--- src/hdl/usm_pkg.sv ---
// Constants for the USART master-SPI block: register map, fields, resets.
// Assumes a plain address/strobe register port on the 100 MHz system clock.
package usm_pkg;
	// ****************************************************************
	// Register offsets
	// ****************************************************************
	localparam logic [2:0] USM_ADDR_DATA = 3'h0;
	localparam logic [2:0] USM_ADDR_STAT_A = 3'h1;
	localparam logic [2:0] USM_ADDR_CTRL_B = 3'h2;
	localparam logic [2:0] USM_ADDR_CTRL_C = 3'h3;
	localparam logic [2:0] USM_ADDR_BAUD_LO = 3'h4;
	localparam logic [2:0] USM_ADDR_BAUD_HI = 3'h5;
	localparam logic [2:0] USM_ADDR_GIE = 3'h6;
	// ****************************************************************
	// Field positions
	// ****************************************************************
	localparam int USM_A_RXC = 7;
	localparam int USM_A_TXC = 6;
	localparam int USM_A_UDRE = 5;
	localparam int USM_B_RXCIE = 7;
	localparam int USM_B_TXCIE = 6;
	localparam int USM_B_TX_EMPTY_IRQ_EN = 5;
	localparam int USM_B_RXEN = 4;
	localparam int USM_B_TXEN = 3;
	localparam int USM_C_ORDER = 2;
	localparam int USM_C_PHASE = 1;
	localparam int USM_C_POL = 0;
	// ****************************************************************
	// Reset values and modes
	// ****************************************************************
	localparam logic [7:0] USM_CTRL_B_RST = 8'h00;
	localparam logic [7:0] USM_CTRL_C_RST = 8'h06;
	localparam logic [11:0] USM_BAUD_RST = 12'h000;
	localparam logic [1:0] USM_MODE_ASYNC = 2'h0;
	localparam logic [1:0] USM_MODE_SYNC = 2'h1;
	localparam logic [1:0] USM_MODE_RSVD = 2'h2;
	localparam logic [1:0] USM_MODE_MSPI = 2'h3;
	localparam int USM_FRAME_BITS = 8;
	localparam int USM_RX_DEPTH = 2;
endpackage : usm_pkg

--- src/hdl/usm_master_spi.sv ---
// USART in master-only SPI mode: double-buffered transmit, two-level receive.
// Assumes register access from a same-clock master; miso is asynchronous.
`timescale 1ns/100ps
// Operation
// - Error flags in status read as zero
// - Receive flag follows unread receive data
// - Transmit complete sets, cleared by ack/write-one
// - Empty flag high when buffer free, reset
// - Receive irq needs enable, global, flag
// - Transmit irq needs enable, global, flag
// - Empty irq needs enable, global, flag
// - Receiver enable owns input; clear flushes
// - Receiver alone never starts a transfer
// - Transmitter disable waits until all empty
// - Mode field decodes four modes; the code acts only on master SPI (3), the other three start no transfer
// - Order, phase, polarity apply with mode write
// - Order bit selects LSB or MSB first
// - Phase bit picks leading or trailing sample
// - Polarity bit sets clock idle level
// - Double transmit buffer, extra receive level
// - Master only: MOSI, MISO, SCK, no select
// - Data write starts transfer via shift register
// - Overflow drops newest received byte
// - Shift and sample on opposite edges
module usm_master_spi
	import usm_pkg::*;
(
	// Clock and reset
	input wire logic ref_clk_i,
	input wire logic sys_rst_i,
	// Register port
	input wire logic [2:0] reg_addr_i,
	input wire logic [7:0] reg_wdata_i,
	input wire logic reg_wr_i,
	input wire logic reg_rd_i,
	output logic [7:0] reg_rdata_o,
	// Interrupt acknowledge for transmit complete
	input wire logic tx_complete_ack_i,
	// Interrupt requests
	output logic rx_complete_irq_o,
	output logic tx_complete_irq_o,
	output logic tx_empty_irq_o,
	// Pins
	output logic serial_out_pin_o,
	output logic serial_out_pin_oe_o,
	input wire logic serial_in_pin_i,
	output logic transfer_clock_pin_o,
	output logic transfer_clock_pin_oe_o,
	output logic master_spi_mode_o
);
	// ****************************************************************
	// State and registers
	// ****************************************************************
	typedef enum logic [1:0] {USM_IDLE, USM_LEAD, USM_TRAIL} usm_state_e;
	usm_state_e state_r; // Bit phase state
	logic [7:0] ctrl_b_r; // Control B
	logic [7:0] ctrl_c_r; // Control C
	logic [11:0] baud_r; // Baud divisor
	logic gie_r; // Global interrupt flag
	logic [7:0] txbuf_r; // Transmit buffer
	logic txbuf_full_r; // Transmit buffer holds data
	logic [7:0] shift_r; // Transmit shift register
	logic [7:0] rxsh_r; // Receive shift register
	logic [2:0] bitcnt_r; // Bits done in frame
	logic shifting_r; // Shift register busy
	logic [11:0] bdiv_r; // Half-period counter
	logic sck_r; // Transfer clock level
	logic mosi_r; // Output data level
	logic txc_r; // Transmit complete flag
	logic txen_act_r; // Transmitter owns output pin
	logic [7:0] rxmem_r [USM_RX_DEPTH]; // Receive buffer levels
	logic [1:0] rxcnt_r; // Unread bytes
	logic rxrd_r; // Read pointer
	logic miso_s1_r; // Synchroniser first stage
	logic miso_s2_r; // Synchroniser second stage
	logic [7:0] rdata_r; // Read data
	// ****************************************************************
	// Decoding
	// ****************************************************************
	wire logic wr_data = reg_wr_i && reg_addr_i == USM_ADDR_DATA;
	wire logic rd_data = reg_rd_i && reg_addr_i == USM_ADDR_DATA;
	wire logic wr_stat = reg_wr_i && reg_addr_i == USM_ADDR_STAT_A;
	wire logic wr_ctrl_b = reg_wr_i && reg_addr_i == USM_ADDR_CTRL_B;
	wire logic wr_ctrl_c = reg_wr_i && reg_addr_i == USM_ADDR_CTRL_C;
	wire logic [1:0] mode = ctrl_c_r[7:6];
	wire logic mspi = mode == USM_MODE_MSPI;
	wire logic lsb_first = ctrl_c_r[USM_C_ORDER];
	wire logic cpha = ctrl_c_r[USM_C_PHASE];
	wire logic cpol = ctrl_c_r[USM_C_POL];
	wire logic rxen = ctrl_b_r[USM_B_RXEN];
	wire logic txen = ctrl_b_r[USM_B_TXEN];
	wire logic udre = !txbuf_full_r;
	wire logic rxc = rxcnt_r != 2'h0;
	wire logic half_tick = bdiv_r == 12'h000;
	// Only the transmitter makes the clock; receiver alone idles
	wire logic start_frame = mspi && txen_act_r && !shifting_r && txbuf_full_r;
	wire logic lead_edge = shifting_r && half_tick && state_r == USM_LEAD;
	wire logic trail_edge = shifting_r && half_tick && state_r == USM_TRAIL;
	// Sample on leading edge when phase 0, on trailing when 1
	wire logic sample_now = cpha ? trail_edge : lead_edge;
	wire logic last_bit = bitcnt_r == 3'(USM_FRAME_BITS - 1);
	wire logic frame_end = trail_edge && last_bit;
	wire logic [7:0] rx_next = lsb_first ? {miso_s2_r, rxsh_r[7:1]}
		: {rxsh_r[6:0], miso_s2_r};
	// Phase 1 takes its last sample at frame end; phase 0 already holds all eight
	wire logic [7:0] rx_byte = rxen ? (cpha ? rx_next : rxsh_r) : 8'h00;
	wire logic rx_push = frame_end && rxen && rxcnt_r != 2'(USM_RX_DEPTH);
	wire logic rx_pop = rd_data && rxc;
	wire logic [0:0] rx_wr_idx = rxrd_r ^ rxcnt_r[0];

	// Outbound bit for the current shift position
	function automatic logic out_bit(input logic [7:0] d, input logic lsb);
		out_bit = lsb ? d[0] : d[7];
	endfunction : out_bit

	function automatic logic [7:0] shift_on(input logic [7:0] d, input logic lsb);
		shift_on = lsb ? {1'b0, d[7:1]} : {d[6:0], 1'b0};
	endfunction : shift_on

	// ****************************************************************
	// Read mux; error flags in bits 4:0 read zero
	// ****************************************************************
	wire logic [7:0] stat_a = {rxc, txc_r, udre, 5'h00};
	wire logic [7:0] rd_mux =
		reg_addr_i == USM_ADDR_DATA ? rxmem_r[rxrd_r] :
		reg_addr_i == USM_ADDR_STAT_A ? stat_a :
		reg_addr_i == USM_ADDR_CTRL_B ? {ctrl_b_r[7:3], 3'h0} :
		reg_addr_i == USM_ADDR_CTRL_C ? {ctrl_c_r[7:6], 3'h0, ctrl_c_r[2:0]} :
		reg_addr_i == USM_ADDR_BAUD_LO ? baud_r[7:0] :
		reg_addr_i == USM_ADDR_BAUD_HI ? {4'h0, baud_r[11:8]} :
		reg_addr_i == USM_ADDR_GIE ? {7'h00, gie_r} : 8'h00;

	// Read data valid the cycle after the strobe
	always_ff @(posedge ref_clk_i)
	begin
		if (sys_rst_i)
			rdata_r <= 8'h00;
		else
			rdata_r <= reg_rd_i ? rd_mux : 8'h00;
	end

	// ****************************************************************
	// Control registers
	// ****************************************************************
	// Reserved bits stored as zero regardless of software
	always_ff @(posedge ref_clk_i)
	begin
		if (sys_rst_i)
		begin
			ctrl_b_r <= USM_CTRL_B_RST;
			ctrl_c_r <= USM_CTRL_C_RST;
			baud_r <= USM_BAUD_RST;
			gie_r <= 1'b0;
		end
		else
		begin
			if (wr_ctrl_b)
				ctrl_b_r <= {reg_wdata_i[7:3], 3'h0};
			// Mode and framing bits land in one write
			if (wr_ctrl_c)
				ctrl_c_r <= {reg_wdata_i[7:6], 3'h0, reg_wdata_i[2:0]};
			if (reg_wr_i && reg_addr_i == USM_ADDR_BAUD_LO)
				baud_r[7:0] <= reg_wdata_i;
			if (reg_wr_i && reg_addr_i == USM_ADDR_BAUD_HI)
				baud_r[11:8] <= reg_wdata_i[3:0];
			if (reg_wr_i && reg_addr_i == USM_ADDR_GIE)
				gie_r <= reg_wdata_i[0];
		end
	end

	// Transmitter ownership: off only once everything drained
	always_ff @(posedge ref_clk_i)
	begin
		if (sys_rst_i)
			txen_act_r <= 1'b0;
		else if (txen)
			txen_act_r <= 1'b1;
		else if (!shifting_r && !txbuf_full_r)
			txen_act_r <= 1'b0;
	end

	// ****************************************************************
	// Transmit buffer (second transmit level)
	// ****************************************************************
	always_ff @(posedge ref_clk_i)
	begin
		if (sys_rst_i)
		begin
			txbuf_r <= 8'h00;
			txbuf_full_r <= 1'b0;
		end
		else if (wr_data && udre && txen)
		begin
			txbuf_r <= reg_wdata_i;
			txbuf_full_r <= 1'b1;
		end
		else if (start_frame)
			txbuf_full_r <= 1'b0;
	end

	// ****************************************************************
	// Shift engine
	// ****************************************************************
	always_ff @(posedge ref_clk_i)
	begin
		if (sys_rst_i)
		begin
			state_r <= USM_IDLE;
			shifting_r <= 1'b0;
			shift_r <= 8'h00;
			rxsh_r <= 8'h00;
			bitcnt_r <= 3'h0;
			bdiv_r <= 12'h000;
			sck_r <= 1'b0;
			mosi_r <= 1'b1;
		end
		else
		begin
			bdiv_r <= (half_tick || !shifting_r) ? baud_r : bdiv_r - 12'h001;
			if (sample_now)
				rxsh_r <= rx_next;
			case (state_r)
				USM_IDLE:
				begin
					sck_r <= cpol;
					if (start_frame)
					begin
						shifting_r <= 1'b1;
						shift_r <= txbuf_r;
						bitcnt_r <= 3'h0;
						state_r <= USM_LEAD;
						// Phase 0 presents the first bit before the leading edge
						if (!cpha)
							mosi_r <= out_bit(txbuf_r, lsb_first);
					end
				end
				USM_LEAD:
				begin
					if (half_tick)
					begin
						sck_r <= !cpol;
						state_r <= USM_TRAIL;
						// Phase 1 sets up on the leading edge
						if (cpha)
						begin
							mosi_r <= out_bit(shift_r, lsb_first);
							shift_r <= shift_on(shift_r, lsb_first);
						end
						else
							shift_r <= shift_on(shift_r, lsb_first);
					end
				end
				USM_TRAIL:
				begin
					if (half_tick)
					begin
						sck_r <= cpol;
						bitcnt_r <= bitcnt_r + 3'h1;
						if (last_bit)
						begin
							shifting_r <= 1'b0;
							state_r <= USM_IDLE;
						end
						else
						begin
							state_r <= USM_LEAD;
							// Phase 0 sets up on the trailing edge
							if (!cpha)
								mosi_r <= out_bit(shift_r, lsb_first);
						end
					end
				end
				default:
					state_r <= USM_IDLE;
			endcase
		end
	end

	// Transmit complete: set wins over clear
	always_ff @(posedge ref_clk_i)
	begin
		if (sys_rst_i)
			txc_r <= 1'b0;
		else if (frame_end && !txbuf_full_r)
			txc_r <= 1'b1;
		else if (tx_complete_ack_i || (wr_stat && reg_wdata_i[USM_A_TXC]))
			txc_r <= 1'b0;
	end

	// ****************************************************************
	// Receive side: input synchroniser and two-level buffer
	// ****************************************************************
	always_ff @(posedge ref_clk_i)
	begin
		if (sys_rst_i)
		begin
			miso_s1_r <= 1'b0;
			miso_s2_r <= 1'b0;
		end
		else
		begin
			miso_s1_r <= serial_in_pin_i;
			miso_s2_r <= miso_s1_r;
		end
	end

	// Frame end stores byte; overflow drops newest
	always_ff @(posedge ref_clk_i)
	begin
		if (rx_push)
			rxmem_r[rx_wr_idx] <= rx_byte;
	end

	// Unread count and pointer; disable flushes
	always_ff @(posedge ref_clk_i)
	begin
		if (sys_rst_i || !rxen)
		begin
			rxcnt_r <= 2'h0;
			rxrd_r <= 1'b0;
		end
		else
		begin
			rxcnt_r <= rxcnt_r + 2'(rx_push) - 2'(rx_pop);
			if (rx_pop)
				rxrd_r <= !rxrd_r;
		end
	end

	// ****************************************************************
	// Outputs
	// ****************************************************************
	assign reg_rdata_o = rdata_r;
	assign rx_complete_irq_o = ctrl_b_r[USM_B_RXCIE] && gie_r && rxc;
	assign tx_complete_irq_o = ctrl_b_r[USM_B_TXCIE] && gie_r && txc_r;
	assign tx_empty_irq_o = ctrl_b_r[USM_B_TX_EMPTY_IRQ_EN] && gie_r && udre;
	// Master-only pins, no select input
	assign serial_out_pin_o = mosi_r;
	assign serial_out_pin_oe_o = txen_act_r;
	assign transfer_clock_pin_o = sck_r;
	assign transfer_clock_pin_oe_o = mspi && txen_act_r;
	assign master_spi_mode_o = mspi;
endmodule : usm_master_spi

--- config.mk ---
export PLATFORM = sky130hd
export DESIGN_NAME = usm_master_spi
export DESIGN_NICKNAME = d
export VERILOG_FILES = /design/src/hdl/usm_pkg.sv /design/src/hdl/usm_master_spi.sv
export SDC_FILE = /design/constraint.sdc
export NUM_CORES = 1
export LEC_CHECK = 0
export BUFFER_PORTS_ARGS = -buffer_cell sky130_fd_sc_hd__buf_2
export CORE_MARGIN = 3
export CORE_UTILIZATION = 60
export DETAILED_ROUTE_END_ITERATION = 10
export GPL_TIMING_DRIVEN = 0
export PLACE_DENSITY = 0.79
export SYNTH_ARGS = -nofsm -noshare
export SYNTH_HDL_FRONTEND = slang
export SYNTH_SLANG_ARGS = --single-unit
export TNS_END_PERCENT = 30
--- constraint.sdc ---
create_clock -name ref_clk_i -period 3.3 [get_ports ref_clk_i]
set_clock_uncertainty 0.1 [all_clocks]
set_input_delay 0.66 -clock ref_clk_i [delete_from_list [all_inputs] [get_ports ref_clk_i]]
set_output_delay 0.66 -clock ref_clk_i [all_outputs]
set_load 0.05 [all_outputs]
* Word-level counts from Yosys, hierarchy flattened
Memories as Yosys holds them, arrays and structs flattened. A register that Yosys moved wholly into a read port is not among the register bits. Index checks and enable logic that the tools add are counted.
Operators by class: multiplexer cells 51, reduce and logical (&&, ||, !) cells 54, $add $sub $neg 4, equal/unequal tests 19, bitwise gates (word level) 2
Operators by type and width (count):
- $mux W8 | 11
- $logic_and A1 B1 Y1 | 29
- $mux W1 | 27
- $ne A2 B2 Y1 const B | 9
- $pmux W8 S2 | 1
- $eq A3 B3 Y1 const B | 4
- $logic_not A12 Y1 | 1
- $mux W12 | 1
- $reduce_and A3 Y1 | 4
- $reduce_bool A2 Y1 | 6
- $sub A12 B1 Y12 const B | 1
- $reduce_and A8 Y1 | 1
- $eq A3 B2 Y1 const B | 2
- $mux W2 | 3
- $mux W3 | 2
- $pmux W1 S3 | 2
- $pmux W2 S3 | 1
- $pmux W3 S2 | 1
- $logic_not A1 Y1 | 5
- $eq A2 B2 Y1 const B | 2
- $mux W4 | 1
- $reduce_and A4 Y1 | 1
- $add A3 B1 Y3 const B | 1
- $eq A3 B1 Y1 const B | 1
- 11 further kinds | 13
Word-level totals: memories 1, logic and storage cells 153, RAM bits 16, register bits after elaboration 83, input bits 17, output and inout port bits 16
Memories:
- rxmem_r | depth 2, bits a word 8, read ports 1, clocked after memory_dff 1, wr ports 1, RTL line usm_master_spi.sv:71 | logic [7:0] rxmem_r [USM_RX_DEPTH];

* Depth between registers and ports, before layout
word-level depth 8, mapped depth 12, depth with buffers taken out 11

* Least setup slack after synthesis
OpenSTA, ideal clock, no wires.
kind reg2reg, start point register bdiv_r[0], end point register rxcnt_r[1], data arrival time 2349 ps, required time 3084 ps, path buffers 1, clock period less this slack 2566 ps, library setup time 116 ps, cell stages (with the launch flop) 13, setup slack 734 ps, path through dfxtp_1 > inv_1 > ha_1 > or4b_1 > buf_2 > nor4_4 > nand4_1 > ha_1 > inv_1 > ha_1 > xor2_1 > xnor2_1 > nor2_1
Between the ends: cells in the longest elaborated chain, start to end 8
Ends and longest elaborated chain:
- start: declaration | RTL line usm_master_spi.sv:66 | logic [11:0] bdiv_r;
- start signal: assignment | RTL line usm_master_spi.sv:219 | bdiv_r <= (half_tick || !shifting_r) ? baud_r : bdiv_r - 12'h001;
- $logic_not A12 Y1 | RTL line usm_master_spi.sv:94 | wire logic half_tick = bdiv_r == 12'h000;
- $logic_and A1 B1 Y1 (2 in a row) | RTL line usm_master_spi.sv:98 | wire logic trail_edge = shifting_r && half_tick && state_r == USM_TRAIL;
- $logic_and A1 B1 Y1 | RTL line usm_master_spi.sv:102 | wire logic frame_end = trail_edge && last_bit;
- $logic_and A1 B1 Y1 (2 in a row) | RTL line usm_master_spi.sv:107 | wire logic rx_push = frame_end && rxen && rxcnt_r != 2'(USM_RX_DEPTH);
- $add A2 B1 Y2 | RTL line usm_master_spi.sv:324 | rxcnt_r <= rxcnt_r + 2'(rx_push) - 2'(rx_pop);
- $sub A2 B1 Y2 | RTL line usm_master_spi.sv:324
- end signal: assignment | RTL line usm_master_spi.sv:324
- end: declaration | RTL line usm_master_spi.sv:72 | logic [1:0] rxcnt_r;
No other way between the ends. A chain may end at the register's enable or synchronous reset.

* Final worst setup path
Ends and elaborated chain as after synthesis.

==> flow_summary.toml <==
[run_status]
status = "complete, no violations"

[clock_tree]
cts_tree = "done"
cts_buffer_depth = 2
numCtsBuffers = 9
clkTransAtPathRegs_ns = 0.11
ctsRootBufferMaster = "clkbuf_8"
cts_setup_buffers = 0
cts_sinks = 100
cts-hold-fix-buffers = 0
ctsResizeCount = 0
clk_latency_ns = 0.37
htree_levels = 3

[finish]
final_area_mm2 = 0.00534
fillCellCount = 620
area_growth_pct = 9.49
antenna_cells = 0
nets = 589
drive_above_1_share_pct = 10.9

[global_routing]
grt_pass1_vias = 3923
grt_usage_pct = 27.3
overflow = 0
grt_pass1_wl_mm = 19.3
antenna_found_initial = 0
grt_start_max_net_pins = 20

[timing]
rsz0062_at_grt = "false"
hold_viol_final = 0
holdWs_ns = 0.349
min_period_ns = 3.02
setup_tns_ns = 0
post-route-period-util_pct = 91.4
fmax_mhz = 331
tightest_slew_ns = 0.767
slew_headroom_pct = 48.8
finalMaxSlewViolations = 0
setup_viol = 0

[power]
peakVddDrop_uv = 395
power_density_mw_per_mm2 = 474
p_leak_nw = 2.20

[worst_setup_path]
crit_path_end_kind = "flop"
r2r_cells = 12
path_max_fanout = 5
worstPathRequired_ns = 3.46
critPathKind = "flop to flop"
ff2ff_setup_slack_ns = 0.28
cp.arrival_ns = 3.18
start_kind = "flop"
timing.rr.start = "bdiv_r[0]"
r2r_end = "rxcnt_r[1]"

[synthesis]
yosys.area.top_type_share_pct = 34.5
syn_inst = 521
ys.flop_type = "dfxtp_1"
ys_ff_latch = 100
post_synth.cell_area_avg_um2 = 9.36
synthDistinctLibCells = 61
synthArstFlopShare_pct = 0
yosysMostFrequentCell = "dfxtp_1"
ys_top_cells_by_area = "dfxtp_1 34%, mux2i_1 10%, edfxtp_1 9.9%"
synth_common_cells = "84 x dfxtp_1, 65 x nor2_1, 51 x mux2i_1"
yosys_warnings = 0
synthesis.area_mm2 = 0.00488
yosysTopAreaCell = "dfxtp_1"
synth-edff-count = 16
synth_fp_nets = 548
ys_seq_area_share_pct = 44.3

[detailed_routing]
drc = 0
wl_per_cell_um = 18.0
routed_wl_mm = 12.0
num_vias = 4054
drt_pre_antenna_iters = 5
antenna_left = 0
avgViaCountPerCell = 6.06
drtIter0Drc = 318

[run]
maxCapViolations = 0

[die]
core_mm2 = 0.00781
ios = 33
die_y_um = 96.2
rows = 32
fp.dieW_um = 96.2
die_area_mm2 = 0.00925
initial_core_util_pct = 62.5

[worst_hold_path]
hp-start = "miso_s1_r"
hp-class = "flop to flop"
whs_path_depth = 1
min_to = "miso_s2_r"

[placed_design]
gp_congestion = 0.884
port_buffers = 30
place_area_mm2 = 0.00515
dp_hpwl_mm = 8.87
==> worst max-delay path, stage by stage, from the launching register on <==
cell     delay (ns)
dfxtp_1        0.36
inv_1          0.09
ha_1           0.17
or4b_1         0.44
buf_2          0.18
nor4_4         0.37
nand4_1        0.22
ha_1           0.34
inv_1          0.04
ha_1           0.19
xor2_1         0.18
xnor2_1        0.15
nor2_1         0.06
==> where the power goes <==
part	internal (mW)	leakage, nW	total (mW)	switching, mW
logic	0.167	1.30	0.486	0.319
clock network	0.292	0.0949	0.751	0.458
registers	1.27	0.810	1.30	0.0272
==> worst max-delay path by stage <==
stage	from	to	slack (ns)	depth (start not counted)
after detailed placement	bdiv_r[0]	rxcnt_r[1]	0.39	12
after global placement	bdiv_r[0]	rxcnt_r[1]	0.47	12
final	bdiv_r[0]	rxcnt_r[1]	0.28	12
after global routing	bdiv_r[0]	rxcnt_r[1]	0.12	12
after floorplan	bdiv_r[0]	rxcnt_r[1]	0.73	12
after CTS	bdiv_r[0]	rxcnt_r[1]	0.33	12
==> flip-flops by register name, summed over array words and instances (netlist names), 2 cells and up, named ones only <==
register and cells:
ctrl_c_r 5, shift_r 8, rxcnt_r 2, state_r 2, baud_r 12, bdiv_r 12, reg_rdata_o 8, rxmem_r 16
bitcnt_r 3, ctrl_b_r 5, txbuf_r 8, rxsh_r 8
==> per-layer routing <==
layer | vias to the layer above | part of all wire [%] | GRT usage, %
met5 | - | 0 | 0
li1 | 1934 | - | -
met2 | 134 | 47 | 44.7
met3 | 26 | 5.3 | 4.22
met4 | 0 | 2.3 | 9.95
met1 | 1960 | 45 | 36.3
==> metrics by stage <==
step                      instances  utilization (%)  power [mW]  setup WS (ns)
final                           669             68.4        2.53          0.282
after global routing            669             68.4        2.63          0.116
after CTS                       669             68.4        2.52          0.334
after detailed placement        653             66.0        1.80          0.390
after global placement          653             66.0        1.78          0.469
after floorplan                 521                -        1.68          0.734
==> final cells by class <==
class / count / area, µm² / share of cell area (%)
clock buffers: 10 / 128 / 2.39
plain buffers: 34 / 138 / 2.58
flip-flops and latches: 100 / 2160 / 40.5
well taps: 102 / 128 / 2.39
inverters: 15 / 56.3 / 1.05
repair buffers: 30 / 150 / 2.81
multi-input cells: 372 / 2520 / 47.2
clock inverters: 6 / 57.6 / 1.08
==> cells by family after synthesis <==
logic type	synth area share, %
AO/OA/AOI/OAI	14.4
XOR/XNOR	2.33
adder cells (fa/ha/maj)	2.57
buffers and inverters	3.98
flip-flops	44.3
multiplexers	13.7
AND/OR/NAND/NOR	18.7
==> placed cells by master (no fill, tap or decap), types with 2 or more instances in the layout <==
| cell | n |
|---|---|
| ha_1 | 10 |
| xor2_1 | 3 |
| dfxtp_1 | 84 |
| nor2b_1 | 22 |
| nor4_1 | 5 |
| mux2_1 | 8 |
| xnor2_1 | 10 |
| inv_1 | 15 |
| nand3_1 | 8 |
| nor2_1 | 65 |
| a41oi_1 | 2 |
| nand4_1 | 4 |
| o2111ai_1 | 7 |
| a211oi_1 | 11 |
| o31ai_1 | 3 |
| o21ai_0 | 22 |
| and2_1 | 2 |
| nor3_1 | 4 |
| a22oi_1 | 2 |
| o21a_1 | 2 |
| a211o_1 | 2 |
| a21oi_1 | 26 |
| clkinv_4 | 3 |
| buf_2 | 32 |
| clkbuf_1 | 20 |
| mux2i_1 | 51 |
| edfxtp_1 | 16 |
| a311oi_1 | 3 |
| mux2_2 | 4 |
| clkbuf_8 | 9 |
| or3b_2 | 2 |
| nand2b_1 | 9 |
| buf_1 | 12 |
| nand2_1 | 45 |
| a31oi_1 | 2 |
| or2_2 | 3 |
| o211a_1 | 8 |
| and3_1 | 3 |
| inv_8 | 2 |
(Power assumes the default switching activity.)
